--- config.mk ---
export PLATFORM = sky130hd
export DESIGN_NAME = sfac_spi_host
export DESIGN_NICKNAME = d
export VERILOG_FILES = /design/src/inc/sfac_pkg.sv /design/src/core/sfac_spi_host.sv /design/src/core/sfac_sync.sv /design/src/core/sfac_byte_shift.sv
export VERILOG_INCLUDE_DIRS = /design/src /design/src/inc
export SDC_FILE = /design/constraint.sdc
export NUM_CORES = 1
export LEC_CHECK = 0
export ABC_AREA = 1
export BUFFER_PORTS_ARGS = -buffer_cell sky130_fd_sc_hd__buf_2
export CAP_MARGIN = 15
export CORE_ASPECT_RATIO = 1.75
export CORE_MARGIN = 4
export CORE_UTILIZATION = 35
export CTS_CLUSTER_SIZE = 8
export DETAILED_ROUTE_END_ITERATION = 8
export GPL_ROUTABILITY_DRIVEN = 0
export SLEW_MARGIN = 20
export SYNTH_ARGS = -nofsm -noshare
export SYNTH_HDL_FRONTEND = slang
export SYNTH_SLANG_ARGS = --single-unit
--- constraint.sdc ---
create_clock -name clk_i -period 2.75 [get_ports clk_i]
set_clock_uncertainty 0.2 [all_clocks]
set_input_delay 0 -clock clk_i [delete_from_list [all_inputs] [get_ports clk_i]]
set_output_delay 0 -clock clk_i [all_outputs]
set_load 0.03 [all_outputs]
--- src/inc/sfac_params.svh ---
/*
  Constants of the serial memory access controller: register offsets,
  field positions, opcodes and timing counts.
  Assumes a 40 MHz system clock and a device answering in SPI mode 0.
*/
`ifndef SFAC_PARAMS_SVH
`define SFAC_PARAMS_SVH

// ************************************************************
// Register offsets (byte addresses, one word each)
// ************************************************************
`define SFAC_OFS_CMD      8'h00
`define SFAC_OFS_ADDR     8'h04
`define SFAC_OFS_TXD      8'h08
`define SFAC_OFS_RXD      8'h0C
`define SFAC_OFS_STAT     8'h10

// ************************************************************
// Field positions
// ************************************************************
`define SFAC_CMD_KIND_LSB 0
`define SFAC_CMD_ABORT    4
`define SFAC_CMD_LEN_LSB  16
`define SFAC_ST_BUSY      0
`define SFAC_ST_TXE       1
`define SFAC_ST_RXV       2
`define SFAC_ST_ERR       3
`define SFAC_ST_LEFT_LSB  16

// ************************************************************
// Opcodes and fixed bytes
// ************************************************************
`define SFAC_OP_SET_WL    8'h06
`define SFAC_OP_WRITE     8'h02
`define SFAC_OP_READ      8'h03
`define SFAC_OP_QREAD     8'h0B
`define SFAC_OP_SECWR     8'h42
`define SFAC_OP_SECRD     8'h4B
`define SFAC_OP_IDRD      8'h9F
`define SFAC_DUMMY        8'h00
`define SFAC_ID_BYTES     16'h0009
`define SFAC_ARRAY_MASK   24'h0FFFFF
`define SFAC_SECTOR_MASK  24'h0000FF

// ************************************************************
// Reset values and timing
// ************************************************************
`define SFAC_RST_ADDR     24'h000000
`define SFAC_CLK_MHZ      40
`define SFAC_CS_HIGH_NS   60
`define SFAC_SCK_HALF     4

`endif

--- src/inc/sfac_pkg.sv ---
/*
  Types of the serial memory access controller.
  Assumes sfac_params.svh is on the include path.
*/
package sfac_pkg;

  // Command kinds as software writes them into the command register
  typedef enum logic [2:0] {
    SFAC_K_SETWL,
    SFAC_K_WRITE,
    SFAC_K_READ,
    SFAC_K_QREAD,
    SFAC_K_SECWR,
    SFAC_K_SECRD,
    SFAC_K_IDRD,
    SFAC_K_BAD
  } sfac_kind_t;

  typedef enum logic [2:0] {
    SFAC_SQ_IDLE,
    SFAC_SQ_WEN,
    SFAC_SQ_GAP,
    SFAC_SQ_HDR,
    SFAC_SQ_DATA
  } sfac_state_t;

  // One byte handed to the shifter
  typedef struct packed {
    logic       start;
    logic [7:0] data;
  } sfac_byte_req_t;

  // Serial pins driven towards the device
  typedef struct packed {
    logic cs_n;
    logic sck;
    logic mosi;
  } sfac_pins_t;

endpackage

--- src/core/sfac_spi_host.sv ---
/*
  Host controller for a serial non-volatile memory: APB register slave,
  command sequencer and SPI mode 0 pins.
  Assumes one 40 MHz clock, synchronous reset and a device on the pins.
*/
`timescale 1ns/10ps
`include "sfac_params.svh"
// Functional notes
// - Array write is preceded by its own write-enable frame, chip select cycled.
// - Array write sends 02h then three address bytes, MSB first.
// - Each write byte takes eight clocks, MSB first.
// - Array read sends 03h and address; data follows on next clocks.
// - Quick read sends 0Bh, address, one dummy byte, then reads.
// - Quick-read dummy byte avoids upper nibble 1010; 00h is used.
// - Sector write is preceded by its own write-enable frame.
// - Sector write sends 42h and address; only low 8 bits count.
// - Sector access ends with chip select after the last sector byte.
// - Sector read sends 4Bh and address, then streams bytes.
module sfac_spi_host #(
  parameter int unsigned SCK_HALF = `SFAC_SCK_HALF,
  parameter int unsigned AW       = 8
) (
  // Clock and reset
  input  wire logic          clk_i,
  input  wire logic          reset_i,
  // APB slave
  input  wire logic          psel_i,
  input  wire logic          penable_i,
  input  wire logic          pwrite_i,
  input  wire logic [AW-1:0] paddr_i,
  input  wire logic [31:0]   pwdata_i,
  output logic               pready_o,
  output logic [31:0]        prdata_o,
  output logic               pslverr_o,
  // Serial memory pins
  output logic               cs_n_o,
  output logic               sck_o,
  output logic               mosi_o,
  input  wire logic          miso_i
);

  if (AW < 5 || AW > 32) begin
    $error("sfac_spi_host: AW must lie in 5..32");
  end

  // ************************************************************
  // Timing
  // ************************************************************
  localparam int unsigned GAP_RAW =
    (`SFAC_CS_HIGH_NS * `SFAC_CLK_MHZ + 999) / 1000;
  localparam logic [7:0] GAP_CYC = 8'((GAP_RAW < 1) ? 1 : GAP_RAW);

  // ************************************************************
  // Bus decode
  // ************************************************************
  logic [7:0] ofs;
  logic       acc, wr_acc, rd_acc, hit;

  assign ofs    = 8'(paddr_i);
  assign acc    = psel_i & penable_i & pready_o;
  assign wr_acc = acc & pwrite_i;
  assign rd_acc = acc & ~pwrite_i;
  assign hit    = (paddr_i >> 5) == '0 &&
                  (ofs == `SFAC_OFS_CMD || ofs == `SFAC_OFS_ADDR ||
                   ofs == `SFAC_OFS_TXD || ofs == `SFAC_OFS_RXD ||
                   ofs == `SFAC_OFS_STAT);

  // ************************************************************
  // Sequencer state
  // ************************************************************
  sfac_pkg::sfac_state_t    state_ff, nxt_state;
  sfac_pkg::sfac_kind_t     kind_ff, nxt_kind, wr_kind;
  sfac_pkg::sfac_byte_req_t req;
  sfac_pkg::sfac_pins_t     pins;
  logic [23:0] addr_ff, nxt_addr;
  logic [23:0] areg_ff, nxt_areg;
  logic [15:0] left_ff, nxt_left;
  logic [2:0]  hidx_ff, nxt_hidx;
  logic [7:0]  gap_ff, nxt_gap;
  logic [7:0]  tx_ff, nxt_tx;
  logic [7:0]  rx_ff, nxt_rx;
  logic        txv_ff, nxt_txv;
  logic        rxv_ff, nxt_rxv;
  logic        err_ff, nxt_err;
  logic        abort_ff, nxt_abort;
  logic        fin_ff, nxt_fin;
  logic        fly_ff, nxt_fly;
  logic        cs_n_ff, nxt_cs_n;
  logic        done;
  logic [7:0]  rx_byte;
  logic        miso_s;
  logic        is_wr, is_sec;
  logic [2:0]  hlast;
  logic [7:0]  hbyte, opcode;

  assign wr_kind = sfac_pkg::sfac_kind_t'(pwdata_i[`SFAC_CMD_KIND_LSB +: 3]);
  assign is_wr   = kind_ff == sfac_pkg::SFAC_K_WRITE || kind_ff == sfac_pkg::SFAC_K_SECWR;
  assign is_sec  = kind_ff == sfac_pkg::SFAC_K_SECWR || kind_ff == sfac_pkg::SFAC_K_SECRD;

  // Header bytes: opcode, address MSB first, optional dummy
  always_comb begin
    opcode = `SFAC_OP_SET_WL;
    hlast  = 3'h3;
    unique case (kind_ff)
      sfac_pkg::SFAC_K_SETWL: hlast = 3'h0;
      sfac_pkg::SFAC_K_WRITE: opcode = `SFAC_OP_WRITE;
      sfac_pkg::SFAC_K_READ:  opcode = `SFAC_OP_READ;
      sfac_pkg::SFAC_K_QREAD: begin
        opcode = `SFAC_OP_QREAD;
        hlast  = 3'h4;
      end
      sfac_pkg::SFAC_K_SECWR: opcode = `SFAC_OP_SECWR;
      sfac_pkg::SFAC_K_SECRD: opcode = `SFAC_OP_SECRD;
      sfac_pkg::SFAC_K_IDRD: begin
        opcode = `SFAC_OP_IDRD;
        hlast  = 3'h0;
      end
      default: hlast = 3'h0;
    endcase
    unique case (hidx_ff)
      3'h0:    hbyte = opcode;
      3'h1:    hbyte = addr_ff[23:16];
      3'h2:    hbyte = addr_ff[15:8];
      3'h3:    hbyte = addr_ff[7:0];
      default: hbyte = `SFAC_DUMMY;
    endcase
  end

  always_comb begin
    nxt_state = state_ff;
    nxt_kind  = kind_ff;
    nxt_addr  = addr_ff;
    nxt_areg  = areg_ff;
    nxt_left  = left_ff;
    nxt_hidx  = hidx_ff;
    nxt_gap   = gap_ff;
    nxt_tx    = tx_ff;
    nxt_rx    = rx_ff;
    nxt_txv   = txv_ff;
    nxt_rxv   = rxv_ff;
    nxt_err   = err_ff;
    nxt_abort = abort_ff;
    nxt_fin   = fin_ff;
    nxt_fly   = fly_ff;
    nxt_cs_n  = cs_n_ff;
    req.start = 1'b0;
    req.data  = 8'h00;
    // Software side: clears first, so hardware sets below win
    if (rd_acc && ofs == `SFAC_OFS_RXD) begin
      nxt_rxv = 1'b0;
    end
    if (wr_acc && ofs == `SFAC_OFS_STAT && pwdata_i[`SFAC_ST_ERR]) begin
      nxt_err = 1'b0;
    end
    if (wr_acc && ofs == `SFAC_OFS_ADDR) begin
      nxt_areg = pwdata_i[23:0];
    end
    if (wr_acc && ofs == `SFAC_OFS_TXD) begin
      nxt_tx  = pwdata_i[7:0];
      nxt_txv = 1'b1;
    end
    if (wr_acc && ofs == `SFAC_OFS_CMD && state_ff != sfac_pkg::SFAC_SQ_IDLE) begin
      nxt_abort = nxt_abort | pwdata_i[`SFAC_CMD_ABORT];
      nxt_err   = ~pwdata_i[`SFAC_CMD_ABORT] | nxt_err;
    end
    unique case (state_ff)
      sfac_pkg::SFAC_SQ_IDLE: begin
        nxt_abort = 1'b0;
        if (wr_acc && ofs == `SFAC_OFS_CMD) begin
          if (wr_kind == sfac_pkg::SFAC_K_BAD) begin
            nxt_err = 1'b1;
          end else begin
            nxt_kind = wr_kind;
            nxt_hidx = 3'h0;
            nxt_fin  = 1'b0;
            nxt_cs_n = 1'b0;
            nxt_left = pwdata_i[`SFAC_CMD_LEN_LSB +: 16];
            nxt_addr = areg_ff & `SFAC_ARRAY_MASK;
            if (wr_kind == sfac_pkg::SFAC_K_SECWR || wr_kind == sfac_pkg::SFAC_K_SECRD) begin
              nxt_addr = areg_ff & `SFAC_SECTOR_MASK;
            end
            if (wr_kind == sfac_pkg::SFAC_K_IDRD) begin
              nxt_left = `SFAC_ID_BYTES;
            end
            if (wr_kind == sfac_pkg::SFAC_K_SETWL) begin
              nxt_left = 16'h0000;
            end
            if (wr_kind == sfac_pkg::SFAC_K_WRITE || wr_kind == sfac_pkg::SFAC_K_SECWR) begin
              nxt_state = sfac_pkg::SFAC_SQ_WEN;
            end else begin
              nxt_state = sfac_pkg::SFAC_SQ_HDR;
            end
          end
        end
      end
      sfac_pkg::SFAC_SQ_WEN: begin
        if (!fly_ff) begin
          req.start = 1'b1;
          req.data  = `SFAC_OP_SET_WL;
          nxt_fly   = 1'b1;
        end else if (done) begin
          nxt_fly   = 1'b0;
          nxt_cs_n  = 1'b1;
          nxt_gap   = GAP_CYC;
          nxt_state = sfac_pkg::SFAC_SQ_GAP;
        end
      end
      sfac_pkg::SFAC_SQ_GAP: begin
        // Chip select stays high long enough to end the frame cleanly
        if (gap_ff > 8'h01) begin
          nxt_gap = gap_ff - 8'h01;
        end else if (fin_ff) begin
          nxt_state = sfac_pkg::SFAC_SQ_IDLE;
        end else begin
          nxt_cs_n  = 1'b0;
          nxt_state = sfac_pkg::SFAC_SQ_HDR;
        end
      end
      sfac_pkg::SFAC_SQ_HDR: begin
        if (!fly_ff) begin
          req.start = 1'b1;
          req.data  = hbyte;
          nxt_fly   = 1'b1;
        end else if (done) begin
          nxt_fly = 1'b0;
          if (hidx_ff == hlast) begin
            nxt_state = sfac_pkg::SFAC_SQ_DATA;
          end else begin
            nxt_hidx = hidx_ff + 3'h1;
          end
        end
      end
      sfac_pkg::SFAC_SQ_DATA: begin
        if (fly_ff) begin
          if (done) begin
            nxt_fly  = 1'b0;
            nxt_left = left_ff - 16'h0001;
            if (!is_wr) begin
              nxt_rx  = rx_byte;
              nxt_rxv = 1'b1;
            end
            // Mirror of the device's own counter
            if (is_sec) begin
              nxt_addr = {16'h0000, addr_ff[7:0] + 8'h01};
              if (addr_ff[7:0] == 8'hFF) begin
                nxt_left = 16'h0000;
              end
            end else begin
              nxt_addr = {4'h0, addr_ff[19:0] + 20'h00001};
            end
          end
        end else if (left_ff == 16'h0000 || abort_ff) begin
          // Frame ends only between bytes, never inside one
          nxt_cs_n  = 1'b1;
          nxt_fin   = 1'b1;
          nxt_gap   = GAP_CYC;
          nxt_state = sfac_pkg::SFAC_SQ_GAP;
        end else if (is_wr) begin
          if (txv_ff) begin
            req.start = 1'b1;
            req.data  = tx_ff;
            // A byte written in this very cycle stays pending
            nxt_txv   = wr_acc && ofs == `SFAC_OFS_TXD;
            nxt_fly   = 1'b1;
          end
        end else if (!rxv_ff) begin
          // Filler on the input while the device talks
          req.start = 1'b1;
          req.data  = `SFAC_DUMMY;
          nxt_fly   = 1'b1;
        end
      end
    endcase
  end

  always_ff @(posedge clk_i) begin
    if (reset_i) begin
      state_ff <= sfac_pkg::SFAC_SQ_IDLE;
      kind_ff  <= sfac_pkg::SFAC_K_SETWL;
      addr_ff  <= `SFAC_RST_ADDR;
      areg_ff  <= `SFAC_RST_ADDR;
      left_ff  <= 16'h0000;
      hidx_ff  <= 3'h0;
      gap_ff   <= 8'h00;
      tx_ff    <= 8'h00;
      rx_ff    <= 8'h00;
      txv_ff   <= 1'b0;
      rxv_ff   <= 1'b0;
      err_ff   <= 1'b0;
      abort_ff <= 1'b0;
      fin_ff   <= 1'b0;
      fly_ff   <= 1'b0;
      cs_n_ff  <= 1'b1;
    end else begin
      state_ff <= nxt_state;
      kind_ff  <= nxt_kind;
      addr_ff  <= nxt_addr;
      areg_ff  <= nxt_areg;
      left_ff  <= nxt_left;
      hidx_ff  <= nxt_hidx;
      gap_ff   <= nxt_gap;
      tx_ff    <= nxt_tx;
      rx_ff    <= nxt_rx;
      txv_ff   <= nxt_txv;
      rxv_ff   <= nxt_rxv;
      err_ff   <= nxt_err;
      abort_ff <= nxt_abort;
      fin_ff   <= nxt_fin;
      fly_ff   <= nxt_fly;
      cs_n_ff  <= nxt_cs_n;
    end
  end

  // ************************************************************
  // Bus answer: one wait state so every output comes from a flop
  // ************************************************************
  logic        pready_ff, nxt_pready;
  logic        pslverr_ff, nxt_pslverr;
  logic [31:0] prdata_ff, nxt_prdata;

  always_comb begin
    nxt_pready  = psel_i & penable_i & ~pready_ff;
    nxt_pslverr = 1'b0;
    nxt_prdata  = prdata_ff;
    if (nxt_pready) begin
      nxt_pslverr = ~hit;
      nxt_prdata  = 32'h0000_0000;
      if (!pwrite_i && hit) begin
        unique case (ofs)
          `SFAC_OFS_CMD:  nxt_prdata = {left_ff, 13'h0000, kind_ff};
          `SFAC_OFS_ADDR: nxt_prdata = {8'h00, areg_ff};
          `SFAC_OFS_TXD:  nxt_prdata = {24'h000000, tx_ff};
          `SFAC_OFS_RXD:  nxt_prdata = {24'h000000, rx_ff};
          default: begin
            nxt_prdata[`SFAC_ST_BUSY] = state_ff != sfac_pkg::SFAC_SQ_IDLE;
            nxt_prdata[`SFAC_ST_TXE]  = ~txv_ff;
            nxt_prdata[`SFAC_ST_RXV]  = rxv_ff;
            nxt_prdata[`SFAC_ST_ERR]  = err_ff;
            nxt_prdata[`SFAC_ST_LEFT_LSB +: 16] = left_ff;
          end
        endcase
      end
    end
  end

  always_ff @(posedge clk_i) begin
    if (reset_i) begin
      pready_ff  <= 1'b0;
      pslverr_ff <= 1'b0;
      prdata_ff  <= 32'h0000_0000;
    end else begin
      pready_ff  <= nxt_pready;
      pslverr_ff <= nxt_pslverr;
      prdata_ff  <= nxt_prdata;
    end
  end

  // ************************************************************
  // Serial engine
  // ************************************************************
  sfac_sync #(
    .W (1)
  ) u_miso_sync (
    .clk_i   (clk_i),
    .reset_i (reset_i),
    .d_i     (miso_i),
    .q_o     (miso_s)
  );

  sfac_byte_shift #(
    .HALF (SCK_HALF)
  ) u_shift (
    .clk_i   (clk_i),
    .reset_i (reset_i),
    .req_i   (req),
    .done_o  (done),
    .rx_o    (rx_byte),
    .miso_i  (miso_s),
    .sck_o   (pins.sck),
    .mosi_o  (pins.mosi)
  );

  assign pins.cs_n = cs_n_ff;
  assign pready_o  = pready_ff;
  assign pslverr_o = pslverr_ff;
  assign prdata_o  = prdata_ff;
  assign cs_n_o    = pins.cs_n;
  assign sck_o     = pins.sck;
  assign mosi_o    = pins.mosi;

endmodule

--- src/core/sfac_sync.sv ---
/*
  Two-flop synchroniser for levels entering from outside the clock domain.
  Assumes the input changes slowly against clk_i.
*/
`timescale 1ns/10ps
module sfac_sync #(
  parameter int unsigned W = 1
) (
  // Clock and reset
  input  wire logic         clk_i,
  input  wire logic         reset_i,
  // Data
  input  wire logic [W-1:0] d_i,
  output logic      [W-1:0] q_o
);

  logic [W-1:0] meta_ff;
  logic [W-1:0] q_ff;

  always_ff @(posedge clk_i) begin
    if (reset_i) begin
      meta_ff <= '0;
      q_ff    <= '0;
    end else begin
      meta_ff <= d_i;
      q_ff    <= meta_ff;
    end
  end

  assign q_o = q_ff;

endmodule

--- src/core/sfac_byte_shift.sv ---
/*
  One-byte SPI mode 0 shifter: eight serial clocks per byte, MSb first.
  Assumes miso_i is already synchronised and the caller holds chip select.
*/
`timescale 1ns/10ps
`include "sfac_params.svh"
module sfac_byte_shift #(
  parameter int unsigned HALF = `SFAC_SCK_HALF
) (
  // Clock and reset
  input  wire logic                    clk_i,
  input  wire logic                    reset_i,
  // Byte request and result
  input  wire sfac_pkg::sfac_byte_req_t req_i,
  output logic                         done_o,
  output logic [7:0]                   rx_o,
  // Serial side
  input  wire logic                    miso_i,
  output logic                         sck_o,
  output logic                         mosi_o
);

  // Two flops of miso sync must settle inside one half period
  if (HALF < 3 || HALF > 255) begin
    $error("sfac_byte_shift: HALF must lie in 3..255");
  end

  localparam logic [7:0] HALF_END = 8'(HALF - 1);

  logic       act_ff, nxt_act;
  logic [7:0] div_ff, nxt_div;
  logic [2:0] bit_ff, nxt_bit;
  logic [7:0] sh_ff, nxt_sh;
  logic [7:0] rx_ff, nxt_rx;
  logic       sck_ff, nxt_sck;
  logic       mosi_ff, nxt_mosi;
  logic       done_ff, nxt_done;

  always_comb begin
    nxt_act  = act_ff;
    nxt_div  = div_ff;
    nxt_bit  = bit_ff;
    nxt_sh   = sh_ff;
    nxt_rx   = rx_ff;
    nxt_sck  = sck_ff;
    nxt_mosi = mosi_ff;
    nxt_done = 1'b0;
    if (!act_ff) begin
      if (req_i.start) begin
        nxt_act  = 1'b1;
        nxt_sh   = req_i.data;
        nxt_mosi = req_i.data[7];
        nxt_bit  = 3'h0;
        nxt_div  = 8'h00;
        nxt_sck  = 1'b0;
      end
    end else if (div_ff == HALF_END) begin
      nxt_div = 8'h00;
      if (!sck_ff) begin
        nxt_sck = 1'b1;
        nxt_rx  = {rx_ff[6:0], miso_i};
      end else begin
        nxt_sck = 1'b0;
        if (bit_ff == 3'h7) begin
          nxt_act  = 1'b0;
          nxt_done = 1'b1;
        end else begin
          nxt_bit  = bit_ff + 3'h1;
          nxt_sh   = {sh_ff[6:0], 1'b0};
          nxt_mosi = sh_ff[6];
        end
      end
    end else begin
      nxt_div = div_ff + 8'h01;
    end
  end

  always_ff @(posedge clk_i) begin
    if (reset_i) begin
      act_ff  <= 1'b0;
      div_ff  <= 8'h00;
      bit_ff  <= 3'h0;
      sh_ff   <= 8'h00;
      rx_ff   <= 8'h00;
      sck_ff  <= 1'b0;
      mosi_ff <= 1'b0;
      done_ff <= 1'b0;
    end else begin
      act_ff  <= nxt_act;
      div_ff  <= nxt_div;
      bit_ff  <= nxt_bit;
      sh_ff   <= nxt_sh;
      rx_ff   <= nxt_rx;
      sck_ff  <= nxt_sck;
      mosi_ff <= nxt_mosi;
      done_ff <= nxt_done;
    end
  end

  assign done_o = done_ff;
  assign rx_o   = rx_ff;
  assign sck_o  = sck_ff;
  assign mosi_o = mosi_ff;

endmodule

==> summary.txt, run 1 <==
Power and ir drop
  – Switching portion of total power: 33.4%
  – Clock network fraction of design power: 37.3%
  – P_int: between 0.004 and 0.005 W
  – Worst vdd ir: between 0.4 and 0.5 mV
  – Seq pwr share: between 30% and 40%
  – Power density of the placed cells: around 630 nW/µm²
  – Logic pwr share: roughly a quarter
  – Psw: between 0.002 and 0.0025 W
  – Leakage: roughly 4.5 nW

Routing
  – Via/cell ratio: a little over 5
  – Routed length per placed instance: approximately 16 µm
  – Detailed Route WL: 27300 µm
  – Count of nets left with antenna violations after detail routing: 0
  – First DRT Iteration DRCs: roughly 530
  – Vias after detailed routing: between 9000 and 10000
  – Post-route DRC violation count: 0
  – Initial DRT Pass Iterations: 5

Timing
  – Transition time of the tightest slew-check pin: roughly 620 ps
  – Min Tclk post-route: 2600 ps
  – Slew headroom: 58.5%
  – Final period utilization: 94.7%
  – Max-slew violation total from the final report: 0
  – Final-report setup violation count: 0
  – Final Hold Fails: 0
  – Setup repair after global routing missed its margin: false
  – Max Clock Freq: between 300 and 400 MHz
  – Setup slack of the critical path after layout: between 100 and 150 ps
  – Total negative setup slack: 0 ps

Global route
  – Largest net degree at the start of global routing: roughly 50
  – Via count of the first global-routing pass: about 9000
  – Global-route usage over all layers: 19.6%
  – First-pass GRT wire length: 44300 µm
  – Initial antenna violation count: 0
  – Remaining global-route overflow: 0

Setup path
  – Setup Crit Path Kind: in2reg
  – Crit-path cells: dlygate4sd3_1 -> buf_2 -> nor2_4 -> dlygate4sd3_1 -> nand2_2 -> nor2_4 -> nand2_2 -> nor2_1 -> inv_1 -> o21ai_0 -> a21oi_1 -> dlygate4sd3_1
  – Max stage delay cell, worst path: sky130_fd_sc_hd__dlygate4sd3_1
  – Element type at the critical path end: flip-flop
  – Highest fanout seen on the critical path: 4
  – Arrival @ worst endpoint: about 2700 ps
  – Most repeated library cell on the critical path: sky130_fd_sc_hd__dlygate4sd3_1
  – Required time at the worst-slack endpoint: 2890 ps
  – Type of element launching the critical path: primary input
  – Worst stage delay on the critical path: 570 ps

Placement
  – HPWL Detailed: 20300 µm
  – Post-Place Cell Area: between 9000 and 10000 µm²
  – Pre-CTS setup slack: approximately 540 ps
  – Total of buffers placed on input and output ports: a little over 80

Finish
  – Layout-stage area growth over the synthesis result: 19.4%
  – Most common cell after layout, fill and taps aside: sky130_fd_sc_hd__nand2_1
  – Final Net Count: around 1500
  – Proportion of layout cells with a drive suffix above 1: between 10% and 20%
  – Leading cell types in the layout, fill and taps excluded: sky130_fd_sc_hd__nand2_1, sky130_fd_sc_hd__nor2_1, sky130_fd_sc_hd__dfxtp_1
  – Filler Cells Inserted: 2639
  – Share of the core filled with cells: 42.4%
  – Number of inserted diodes: 0
  – Final non-filler cell area: 10700 µm²

Logic synthesis
  – Top flip-flop cell by instance count after synthesis: sky130_fd_sc_hd__dfxtp_1
  – Number of flops mapped to enable cells by yosys: 0
  – Share of flip-flops with an asynchronous set or reset after synthesis: 0%
  – Gate Count Post-Synth: 1314
  – Post-synth cell types: between 50 and 60
  – Number of storage elements in the synthesis netlist: about 170
  – Cell Area, Synth: approximately 9000 µm²
  – Number of nets in the synthesized netlist: 1372
  – Sequential element share of the synthesized area: between 30% and 40%
  – Post-synthesis average cell area: a little under 7 µm²
  – Synth warn: 0

Run
  – Max-cap viol count: 0

Die
  – Top-level port count: 83
  – Height of the chip: between 200 and 250 µm
  – Initial core utilization: 35.6%
  – Full die area: 28400 µm²
  – Standard-cell rows: 77
  – Floorplan die width: roughly 130 µm
  – Core Footprint: ~25000 µm²

Clock tree
  – TritonCTS clock tree: built
  – Number of gates resized after CTS: 0
  – Worst-path clk slew: 70 ps
  – Source-to-sink clock delay at the later pin of the worst-skew pair: about 450 ps
  – Buffer levels on the longest clock path: 2
  – Total CTS buffers: 17
  – Count of clock tree sinks: between 150 and 200
  – CTS root buffer: sky130_fd_sc_hd__clkbuf_16
  – CTS H-tree depth: 4

Min path
  – Worst min-delay path category: in2reg

Run status
  – Result of the run: finished, final reports clean
==> final timing paths <==
path	from	to	slack, ps	depth (start not counted)
setup / recovery	paddr_i[0]	kind_ff[0]	150	12
hold / removal	paddr_i[6]	prdata_o[4]	30	8
setup reg to reg	pready_o	kind_ff[0]	530	8
hold reg to reg	u_miso_sync.meta_ff	u_miso_sync.q_o	200	2
==> cell usage after synthesis (2+ instances only) <==
master	number	area share, %
sky130_fd_sc_hd__nand2_1	268	11
sky130_fd_sc_hd__nor2_1	167	7.0
sky130_fd_sc_hd__dfxtp_1	166	37
sky130_fd_sc_hd__a21oi_1	129	7.2
sky130_fd_sc_hd__nand3_1	116	6.5
sky130_fd_sc_hd__inv_1	112	4.7
sky130_fd_sc_hd__o21ai_0	95	5.3
sky130_fd_sc_hd__nor3_1	41	2.3
sky130_fd_sc_hd__clkbuf_1	26	1.1
sky130_fd_sc_hd__nand4_1	18	1.3
sky130_fd_sc_hd__buf_6	12	1.5
sky130_fd_sc_hd__ha_1	12	1.7
sky130_fd_sc_hd__xor2_1	11	1.1
sky130_fd_sc_hd__a211oi_1	10	0.84
sky130_fd_sc_hd__inv_2	10	0.42
sky130_fd_sc_hd__nand2_2	9	0.63
sky130_fd_sc_hd__nor2_2	9	0.63
sky130_fd_sc_hd__a31oi_1	8	0.56
sky130_fd_sc_hd__buf_2	8	0.45
sky130_fd_sc_hd__o211ai_1	8	0.67
sky130_fd_sc_hd__nor2_4	7	0.88
sky130_fd_sc_hd__or2_2	6	0.42
sky130_fd_sc_hd__a22oi_1	4	0.33
sky130_fd_sc_hd__clkinv_1	4	0.17
sky130_fd_sc_hd__nand3_2	4	0.45
sky130_fd_sc_hd__o21bai_1	4	0.33
sky130_fd_sc_hd__o22ai_1	4	0.28
sky130_fd_sc_hd__a21oi_2	3	0.29
sky130_fd_sc_hd__buf_4	3	0.25
sky130_fd_sc_hd__nand2_4	3	0.38
sky130_fd_sc_hd__nand3b_1	3	0.25
sky130_fd_sc_hd__o21ai_1	3	0.17
sky130_fd_sc_hd__o21ai_2	3	0.29
sky130_fd_sc_hd__o21ai_4	3	0.54
sky130_fd_sc_hd__xnor2_1	3	0.29
sky130_fd_sc_hd__buf_1	2	0.084
sky130_fd_sc_hd__nor2_8	2	0.45
sky130_fd_sc_hd__nor3_4	2	0.36
sky130_fd_sc_hd__o31ai_1	2	0.17
==> sequential cells by signal (all words and copies together), names as in the netlist, 3 cells and up <==
register        flops
hidx_ff             3
left_ff            16
u_shift.div_ff      8
rx_ff               8
u_shift.rx_o        8
u_shift.bit_ff      3
state_ff            3
addr_ff            20
kind_ff             3
prdata_o           32
areg_ff            24
u_shift.sh_ff       7
gap_ff              8
tx_ff               8
==> worst max-delay path, delay by kind of cell <==
family / cells / cell delay [ps]
compound gates: 2 / 240
buf+inv: 5 / 1890
simple gates: 5 / 610
==> layout make-up <==
type / count / area (µm²) / share of cell area, %
Clock buffer: 18 / 439 / 4.10
Clock inverter: 14 / 171 / 1.60
Inverter: 128 / 484 / 4.52
Multi-Input combinational cell: 969 / 4860 / 45.4
Sequential cell: 166 / 3320 / 31.0
Tap cell: 316 / 395 / 3.69
Timing Repair Buffer: 145 / 1030 / 9.65
==> kinds of logic (layout without fill, tap and decap cells) <==
| group | count (synthesis) | after routing | synth area share, % |
|---|---|---|---|
| AOI/OAI and AO/OA | 281 | 281 | 17.6 |
| xor gates and xnor gates | 14 | 14 | 1.37 |
| adders and majority gates | 12 | 12 | 1.67 |
| buffers and inverters | 179 | 305 | 8.77 |
| DFF | 166 | 166 | 37.0 |
| and+or+nand+nor | 662 | 662 | 33.6 |
==> per-stage QoR <==
step | std cells | hold WS, ps | power, W
6_report | 1756 | 28.7 | 0.00677
5_1_grt | 1756 | 92.2 | 0.00716
4_1_cts | 1754 | 3.10 | 0.00683
3_5_place_dp | 1673 | 9.15 | 0.00425
3_3_place_gp | 1673 | -0.0620 | 0.00424
2_1_floorplan | 1314 | -93.0 | 0.00388
==> what timing repair did <==
action / in CTS / in global routing
setup buffers: 0 / 2
hold buffers: 49 / 0
setup endpoints to repair: 0 / 2
endpoints found under the hold margin: 125 / 0
==> per-layer routing <==
metal | wire, µm | up-vias | global-route usage, % | part of all wire [%]
met2 | 14400 | 187 | 36.5 | 53
met4 | 1380 | 0 | 10.9 | 5.0
met1 | 10600 | 4160 | 20.6 | 39
met3 | 894 | 66 | 3.03 | 3.3
met5 | 0 | - | 0 | 0
li1 | - | 4591 | - | -
==> power groups by stage <==
stage               Combinational (W)  Clock (W)  Sequential, W
CTS                           0.00166    0.00258        0.00260
global route                  0.00189    0.00266        0.00261
floorplan                     0.00123          0        0.00265
detailed placement            0.00160          0        0.00265
global placement              0.00160          0        0.00265
finish                        0.00165    0.00253        0.00260
Power figures use the tool's default switching activity.
==> run 2: changes to the inputs <==
CELL_PAD_IN_SITES_DETAIL_PLACEMENT = 2   (was unset)
CELL_PAD_IN_SITES_GLOBAL_PLACEMENT = 2   (was unset)
CORE_UTILIZATION = 34   (was 35)
PLACE_DENSITY_LB_ADDON = 0.1   (was unset)
==> run 2 against run 1 <==
Effect of this change: first-iteration DRC count is 37% lower; sequential share of layout area down 0.23 points; setup slack worse by 72 ps; largest power group unchanged; highest routed layer unchanged; hold slack improved by 9.4 ps; flip-flop and latch count is the same; critical path type unchanged.
==> summary.txt, run 2 (synthesis results as in run 1) <==
Power and ir drop
  – Seq pwr share: 38.1% (-0.3 points)
  – Worst vdd ir: 0.506 mV (+2.0%)
  – Switching portion of total power: 35.3% (+1.8 points)
  – Clock network fraction of design power: 36.2% (-1.1 points)
  – Power density of the placed cells: 634 nW/µm² (+0.34%)
  – Leakage: 4.50 nW (+0.70%)
  – P_int: 0.00443 W (-1.7%)
  – Psw: 0.00241 W (+6.6%)
  – Logic pwr share: 25.7% (+1.4 points)

Timing
  – Min Tclk post-route: 2680 ps (+72.0 ps)
  – Final Hold Fails: 0 (unchanged)
  – Final period utilization: 97.3% (+2.6 points)
  – Max-slew violation total from the final report: 0 (unchanged)
  – Final-report setup violation count: 0 (unchanged)
  – Total negative setup slack: 0 ps (unchanged)
  – Slew headroom: 44.4% (-14 points)
  – Max Clock Freq: 374 MHz (-2.7%)
  – Setup repair after global routing missed its margin: false
  – Transition time of the tightest slew-check pin: 833 ps (+212 ps)
  – Final hold slack: 38.1 ps (+9.37 ps)

Die
  – Core Footprint: 26000 µm² (+2.8%)
  – Initial core utilization: 34.6% (-0.98 points)
  – Top-level port count: 83 (unchanged)
  – Standard-cell rows: 78 (+1.3%)
  – Height of the chip: 223 µm (+1.4%)
  – Floorplan die width: 131 µm (+1.4%)
  – Full die area: 29200 µm² (+2.8%)

Global route
  – Remaining global-route overflow: 0 (unchanged)
  – Global-route usage over all layers: 26.2% (+6.6 points)
  – First-pass GRT wire length: 58600 µm (+32%)
  – Via count of the first global-routing pass: 10700 (+20%)
  – Largest net degree at the start of global routing: 52 (+6.1%)
  – Initial antenna violation count: 0 (unchanged)

Setup path
  – Start point of the critical path: paddr_i[0]
  – Arrival @ worst endpoint: 2820 ps (+80 ps)
  – Type of element launching the critical path: primary input
  – Element type at the critical path end: flip-flop
  – Highest fanout seen on the critical path: 4 (unchanged)
  – Startpoint of the lowest-slack register-to-register path: gap_ff[0]
  – Setup Crit Path Kind: in2reg
  – Required time at the worst-slack endpoint: 2890 ps (about the same)

Routing
  – Initial DRT Pass Iterations: 6 (+1)
  – Count of nets left with antenna violations after detail routing: 0 (unchanged)
  – Vias after detailed routing: 9612 (+6.8%)
  – Detailed Route WL: 37500 µm (+37%)
  – Via/cell ratio: 5.43 (+5.8%)
  – First DRT Iteration DRCs: 332 (-37%)
  – Routed length per placed instance: 21.2 µm (+36%)
  – Post-route DRC violation count: 0 (unchanged)

Clock tree
  – Worst-path clk slew: 70 ps (about the same)
  – Total CTS buffers: 17 (unchanged)
  – Source-to-sink clock delay at the later pin of the worst-skew pair: 460 ps (about the same)
  – Count of clock tree sinks: 166 (unchanged)
  – Buffer levels on the longest clock path: 2 (unchanged)
  – CTS H-tree depth: 4 (unchanged)
  – TritonCTS clock tree: built
  – CTS root buffer: sky130_fd_sc_hd__clkbuf_16

Run status
  – Result of the run: finished, final reports clean

Finish
  – Final Net Count: 1497 (+0.81%)
  – Largest register FFs: 32 (unchanged)
  – Number of inserted diodes: 0 (unchanged)
  – Leading cell types in the layout, fill and taps excluded: sky130_fd_sc_hd__nand2_1, sky130_fd_sc_hd__nor2_1, sky130_fd_sc_hd__dfxtp_1
  – Proportion of layout cells with a drive suffix above 1: 14.3% (+0.65 points)
  – Layout-stage area growth over the synthesis result: 20.2%
  – Filler Cells Inserted: 3162 (+20%)
  – Most common cell after layout, fill and taps aside: sky130_fd_sc_hd__nand2_1

Placement
  – Total of buffers placed on input and output ports: 82 (unchanged)
  – HPWL Detailed: 27800 µm (+37%)

Run
  – Max-cap viol count: 0 (unchanged)

Min path
  – Worst min-delay path category: in2reg
  – Hold Path Origin: paddr_i[7]
## run 2: changes by cell type in the layout (fill, tap and decap cells not counted), sizes merged
cell      change
buf          +12
clkinv        -2
bufinv        -1
clkbuf        +1
clkinvlp      +1
## run 2: layout make-up
type / instances / area [µm²] / area share (%)
Multi-Input combinational cell: 969 / 4870 / 45.1
Sequential cell: 166 / 3320 / 30.8
Timing Repair Buffer: 157 / 1130 / 10.4
Inverter: 128 / 484 / 4.49
Clock buffer: 19 / 443 / 4.11
Tap cell: 320 / 400 / 3.71
Clock inverter: 12 / 145 / 1.35
## run 2: power groups by stage
stage                     logic, W  clock network [W]  registers [W]
final                      0.00176            0.00248        0.00261
after CTS                  0.00178            0.00253        0.00261
after detailed placement   0.00171                  0        0.00266
after global routing       0.00198            0.00263        0.00262
after floorplan            0.00123                  0        0.00265
after global placement     0.00165                  0        0.00266
## run 2: layer usage
metal	wire (µm)	GRT usage (%)	vias up
met5	0	0	-
met4	2350	15.6	0
met3	752	2.78	84
met2	21500	51.5	171
met1	12900	24.8	4763
li1	-	-	4594
## run 2: metrics by stage
stage / worst slack, ps / instances / power [W] / util [%] / cell area, µm²
final: 73.7 / 1771 / 0.00684 / 41.6 / 10800
after global placement: 530 / 1689 / 0.00431 / 37.3 / 9690
after CTS: 20.9 / 1769 / 0.00692 / 41.5 / 10800
after global routing: 3.66 / 1771 / 0.00724 / 41.6 / 10800
after floorplan: 812 / 1314 / 0.00388 / - / 8970
after detailed placement: 425 / 1689 / 0.00438 / 37.3 / 9690
## run 2: final timing paths
check	end	slack (ps)	cells after the start
setup reg to reg	gap_ff[0]	400	11
hold reg to reg	u_miso_sync.q_o	220	2
setup / recovery	kind_ff[1]	70	12
hold / removal	prdata_o[7]	40	8
## run 2: repair_timing
| item | 4_1_cts | 5_1_grt |
|---|---|---|
| endpoints found under the hold margin | 87 | 0 |
| resized for setup | 0 | 2 |
| hold buffers | 49 | 0 |
| endpoints found under the setup margin | 0 | 27 |
| setup buffers | 0 | 2 |
## run 2: critical path: stages
cell and delay (ps):
sky130_fd_sc_hd__dlygate4sd3_1 540, sky130_fd_sc_hd__buf_2 140, sky130_fd_sc_hd__nor2_4 110, sky130_fd_sc_hd__dlygate4sd3_1 610, sky130_fd_sc_hd__nand2_2 100, sky130_fd_sc_hd__nor2_4 210
sky130_fd_sc_hd__nand2_2 110, sky130_fd_sc_hd__nor2_2 140, sky130_fd_sc_hd__inv_1 90, sky130_fd_sc_hd__o21ai_0 150, sky130_fd_sc_hd__a21oi_1 50, sky130_fd_sc_hd__dlygate4sd3_1 560
==> run 3: changes to the inputs <==
CORE_UTILIZATION = 35   (was 34)
TNS_END_PERCENT = 10   (was unset)
clock period = 3.2 ns   (was 2.75 ns; I/O delays follow)
==> run 3 against run 2 <==
Effect of this change: final cell count shrank 0.96%; combinational power decreased by 13%; via count is 0.18% higher; power down 13%; flip-flop and latch count stayed put; cell area decreased by 1.1%; die area fell by 2.7%; largest cell class unchanged; clock power decreased by 11%; hold slack better by 59 ps; sequential power shrank 15%; global-route usage up 1.6 points.
==> summary.txt, run 3 (synthesis results as in run 1) <==
Clock tree
  – Number of gates resized after CTS: 0 (unchanged)
  – CTS root buffer: sky130_fd_sc_hd__clkbuf_16
  – TritonCTS clock tree: built
  – Worst-path clk slew: 70 ps (about the same)
  – Source-to-sink clock delay at the later pin of the worst-skew pair: 460 ps (about the same)
  – Buffer levels on the longest clock path: 2 (unchanged)
  – Total CTS buffers: 17 (unchanged)
  – CTS H-tree depth: 4 (unchanged)
  – Count of buffers added by post-CTS timing repair for setup: 0 (unchanged)
  – Count of clock tree sinks: 166 (unchanged)

Routing
  – First DRT Iteration DRCs: 339 (+2.1%)
  – Count of nets left with antenna violations after detail routing: 0 (unchanged)
  – Initial DRT Pass Iterations: 5 (-1)
  – Routed length per placed instance: 22.0 µm (+3.7%)
  – Detailed Route WL: 38500 µm (+2.7%)
  – Post-route DRC violation count: 0 (unchanged)
  – Vias after detailed routing: 9629 (+0.18%)
  – Via/cell ratio: 5.49 (+1.1%)

Setup path
  – Most repeated library cell on the critical path: sky130_fd_sc_hd__dlygate4sd3_1
  – Start point of the critical path: paddr_i[6]
  – Max stage delay cell, worst path: sky130_fd_sc_hd__dlygate4sd3_1
  – Number of cells on the worst reg-to-reg path: 6 (-5)
  – Setup slack of the worst register-to-register path: 480 ps (+80 ps)
  – Type of element launching the critical path: primary input
  – Arrival @ worst endpoint: 3100 ps (+280 ps)
  – Worst stage delay on the critical path: 660 ps (+50 ps)
  – Setup Crit Path Kind: in2reg
  – Worst reg2reg endpoint: areg_ff[5]
  – Crit-path cells: dlygate4sd3_1 -> buf_2 -> nor2_1 -> nand2_2 -> dlygate4sd3_1 -> nor2_4 -> nand2_2 -> nor2_1 -> inv_1 -> o21ai_0 -> a21oi_1 -> dlygate4sd3_1
  – Highest fanout seen on the critical path: 4 (unchanged)
  – Critical path buffer and inverter count: 5 (unchanged)
  – Element type at the critical path end: flip-flop
  – Startpoint of the lowest-slack register-to-register path: pready_o
  – Largest delay contributor family on the critical path: buffers and inverters
  – Required time at the worst-slack endpoint: 3340 ps (+450 ps)

Power and ir drop
  – Power density of the placed cells: 560 nW/µm² (-12%)
  – Leakage: 4.43 nW (-1.5%)
  – Worst vdd ir: 0.481 mV (-5.1%)

Die
  – Floorplan die width: 129 µm (-1.3%)
  – Height of the chip: 220 µm (-1.4%)
  – Initial core utilization: 35.6% (+0.98 points)
  – Core Footprint: 25200 µm² (-2.8%)
  – Top-level port count: 83 (unchanged)
  – Full die area: 28400 µm² (-2.7%)
  – Standard-cell rows: 77 (-1.3%)

Timing
  – Max-slew violation total from the final report: 0 (unchanged)
  – Final period utilization: between 90% and 100%
  – Final-report setup violation count: 0 (unchanged)
  – Final Hold Fails: 0 (unchanged)
  – Max Clock Freq: around 340 MHz
  – Slew headroom: 44.8% (+0.42 points)
  – Min Tclk post-route: a little under 3000 ps
  – Transition time of the tightest slew-check pin: 826 ps (-7.10 ps)
  – Setup repair after global routing missed its margin: false
  – Final hold slack: 97.4 ps (+59.3 ps)
  – Total negative setup slack: 0 ps (unchanged)

Global route
  – First-pass GRT wire length: 60400 µm (+3.0%)
  – Via count of the first global-routing pass: 10700 (+0.019%)
  – Largest net degree at the start of global routing: 56 (+7.7%)
  – Initial antenna violation count: 0 (unchanged)
  – Remaining global-route overflow: 0 (unchanged)
  – Global-route usage over all layers: 27.8% (+1.6 points)

Finish
  – Final non-filler cell area: 10700 µm² (-1.1%)
  – Number of inserted diodes: 0 (unchanged)
  – Layout-stage area growth over the synthesis result: 18.9%
  – Most common cell after layout, fill and taps aside: sky130_fd_sc_hd__nand2_1
  – Final std cells w/o fill: 1754 (-0.96%)
  – Leading cell types in the layout, fill and taps excluded: sky130_fd_sc_hd__nand2_1, sky130_fd_sc_hd__nor2_1, sky130_fd_sc_hd__dfxtp_1
  – Filler Cells Inserted: 3064 (-3.1%)
  – Share of the core filled with cells: 42.3% (+0.72 points)
  – Proportion of layout cells with a drive suffix above 1: 13.3% (-1.1 points)
  – Largest register FFs: 32 (unchanged)
  – Final Net Count: 1484 (-0.87%)

Placement
  – Placed cells: 1672 (-1.0%)
  – Post-Place Cell Area: 9560 µm² (-1.3%)
  – HPWL Detailed: 27800 µm (about the same)
  – Total of buffers placed on input and output ports: 82 (unchanged)

Min path
  – Instance count along the most critical hold path: 8 (unchanged)
  – Worst min-delay path category: in2reg
  – Hold Path Origin: paddr_i[4]
  – Hold-critical path endpoint: prdata_o[6]

Run
  – Max-cap viol count: 0 (unchanged)

Run status
  – Result of the run: finished, final reports clean
==> run 3: cell types whose count changed in the layout (fill, tap and decap cells not counted), sizes merged <==
cell | before | now
buf | 108 | 93
clkinv | 8 | 6
dlygate4sd3 | 49 | 51
inv | 126 | 128
bufinv | 2 | 3
clkinvlp | 4 | 3
==> run 3: power by group <==
| group | total [W] | switching (W) | internal (W) |
|---|---|---|---|
| Combinational | 0.00154 | 0.00107 | 0.000466 |
| Sequential | 0.00223 | 0.0000803 | 0.00215 |
| Clock | 0.00220 | 0.000965 | 0.00124 |
| Total | 0.00598 | 0.00212 | 0.00386 |
==> run 3: routing by layer <==
metal	up-vias	part of all wire, %	global-route usage [%]
li1	4574	-	-
met1	4779	35	26.7
met2	180	58	55.1
met3	96	2.2	3.25
met4	0	5.6	15.5
met5	-	0	0
==> run 3: stage by stage <==
stage	setup slack, ps	total power (W)
floorplan	1260	0.00334
global placement	829	0.00371
detailed placement	723	0.00376
CTS	401	0.00602
global route	117	0.00629
finish	237	0.00598
==> run 3: layout make-up <==
type | count | area, µm² | area share [%]
clock buffers | 19 | 433 | 4.06
flip-flops and latches | 166 | 3320 | 31.1
multi-input cells | 969 | 4860 | 45.6
well taps | 316 | 395 | 3.70
clock inverters | 12 | 168 | 1.57
inverters | 128 | 484 | 4.54
repair buffers | 144 | 1010 | 9.43
==> run 3: timing repair <==
item,4_1_cts,5_1_grt
endpoints found under the hold margin,103,0
endpoints found under the setup margin,0,0
hold buffers,51,0
==> run 3: worst max path at each step <==
| stage | endpoint | slack [ps] | cells past startpoint |
|---|---|---|---|
| 2_1_floorplan | gap_ff[1] | 1260 | 12 |
| 3_3_place_gp | gap_ff[7] | 830 | 11 |
| 3_5_place_dp | gap_ff[6] | 720 | 11 |
| 4_1_cts | kind_ff[0] | 400 | 12 |
| 5_1_grt | addr_ff[12] | 120 | 11 |
| 6_report | kind_ff[0] | 240 | 12 |
==> run 3: worst reg2reg max path, delay by kind of cell (launching register included) <==
kind                   cells  cell delay, ps
DFF                        1             360
buffers and inverters      1             280
AOI/OAI and AO/OA          1             440
and+or+nand+nor            4            1300
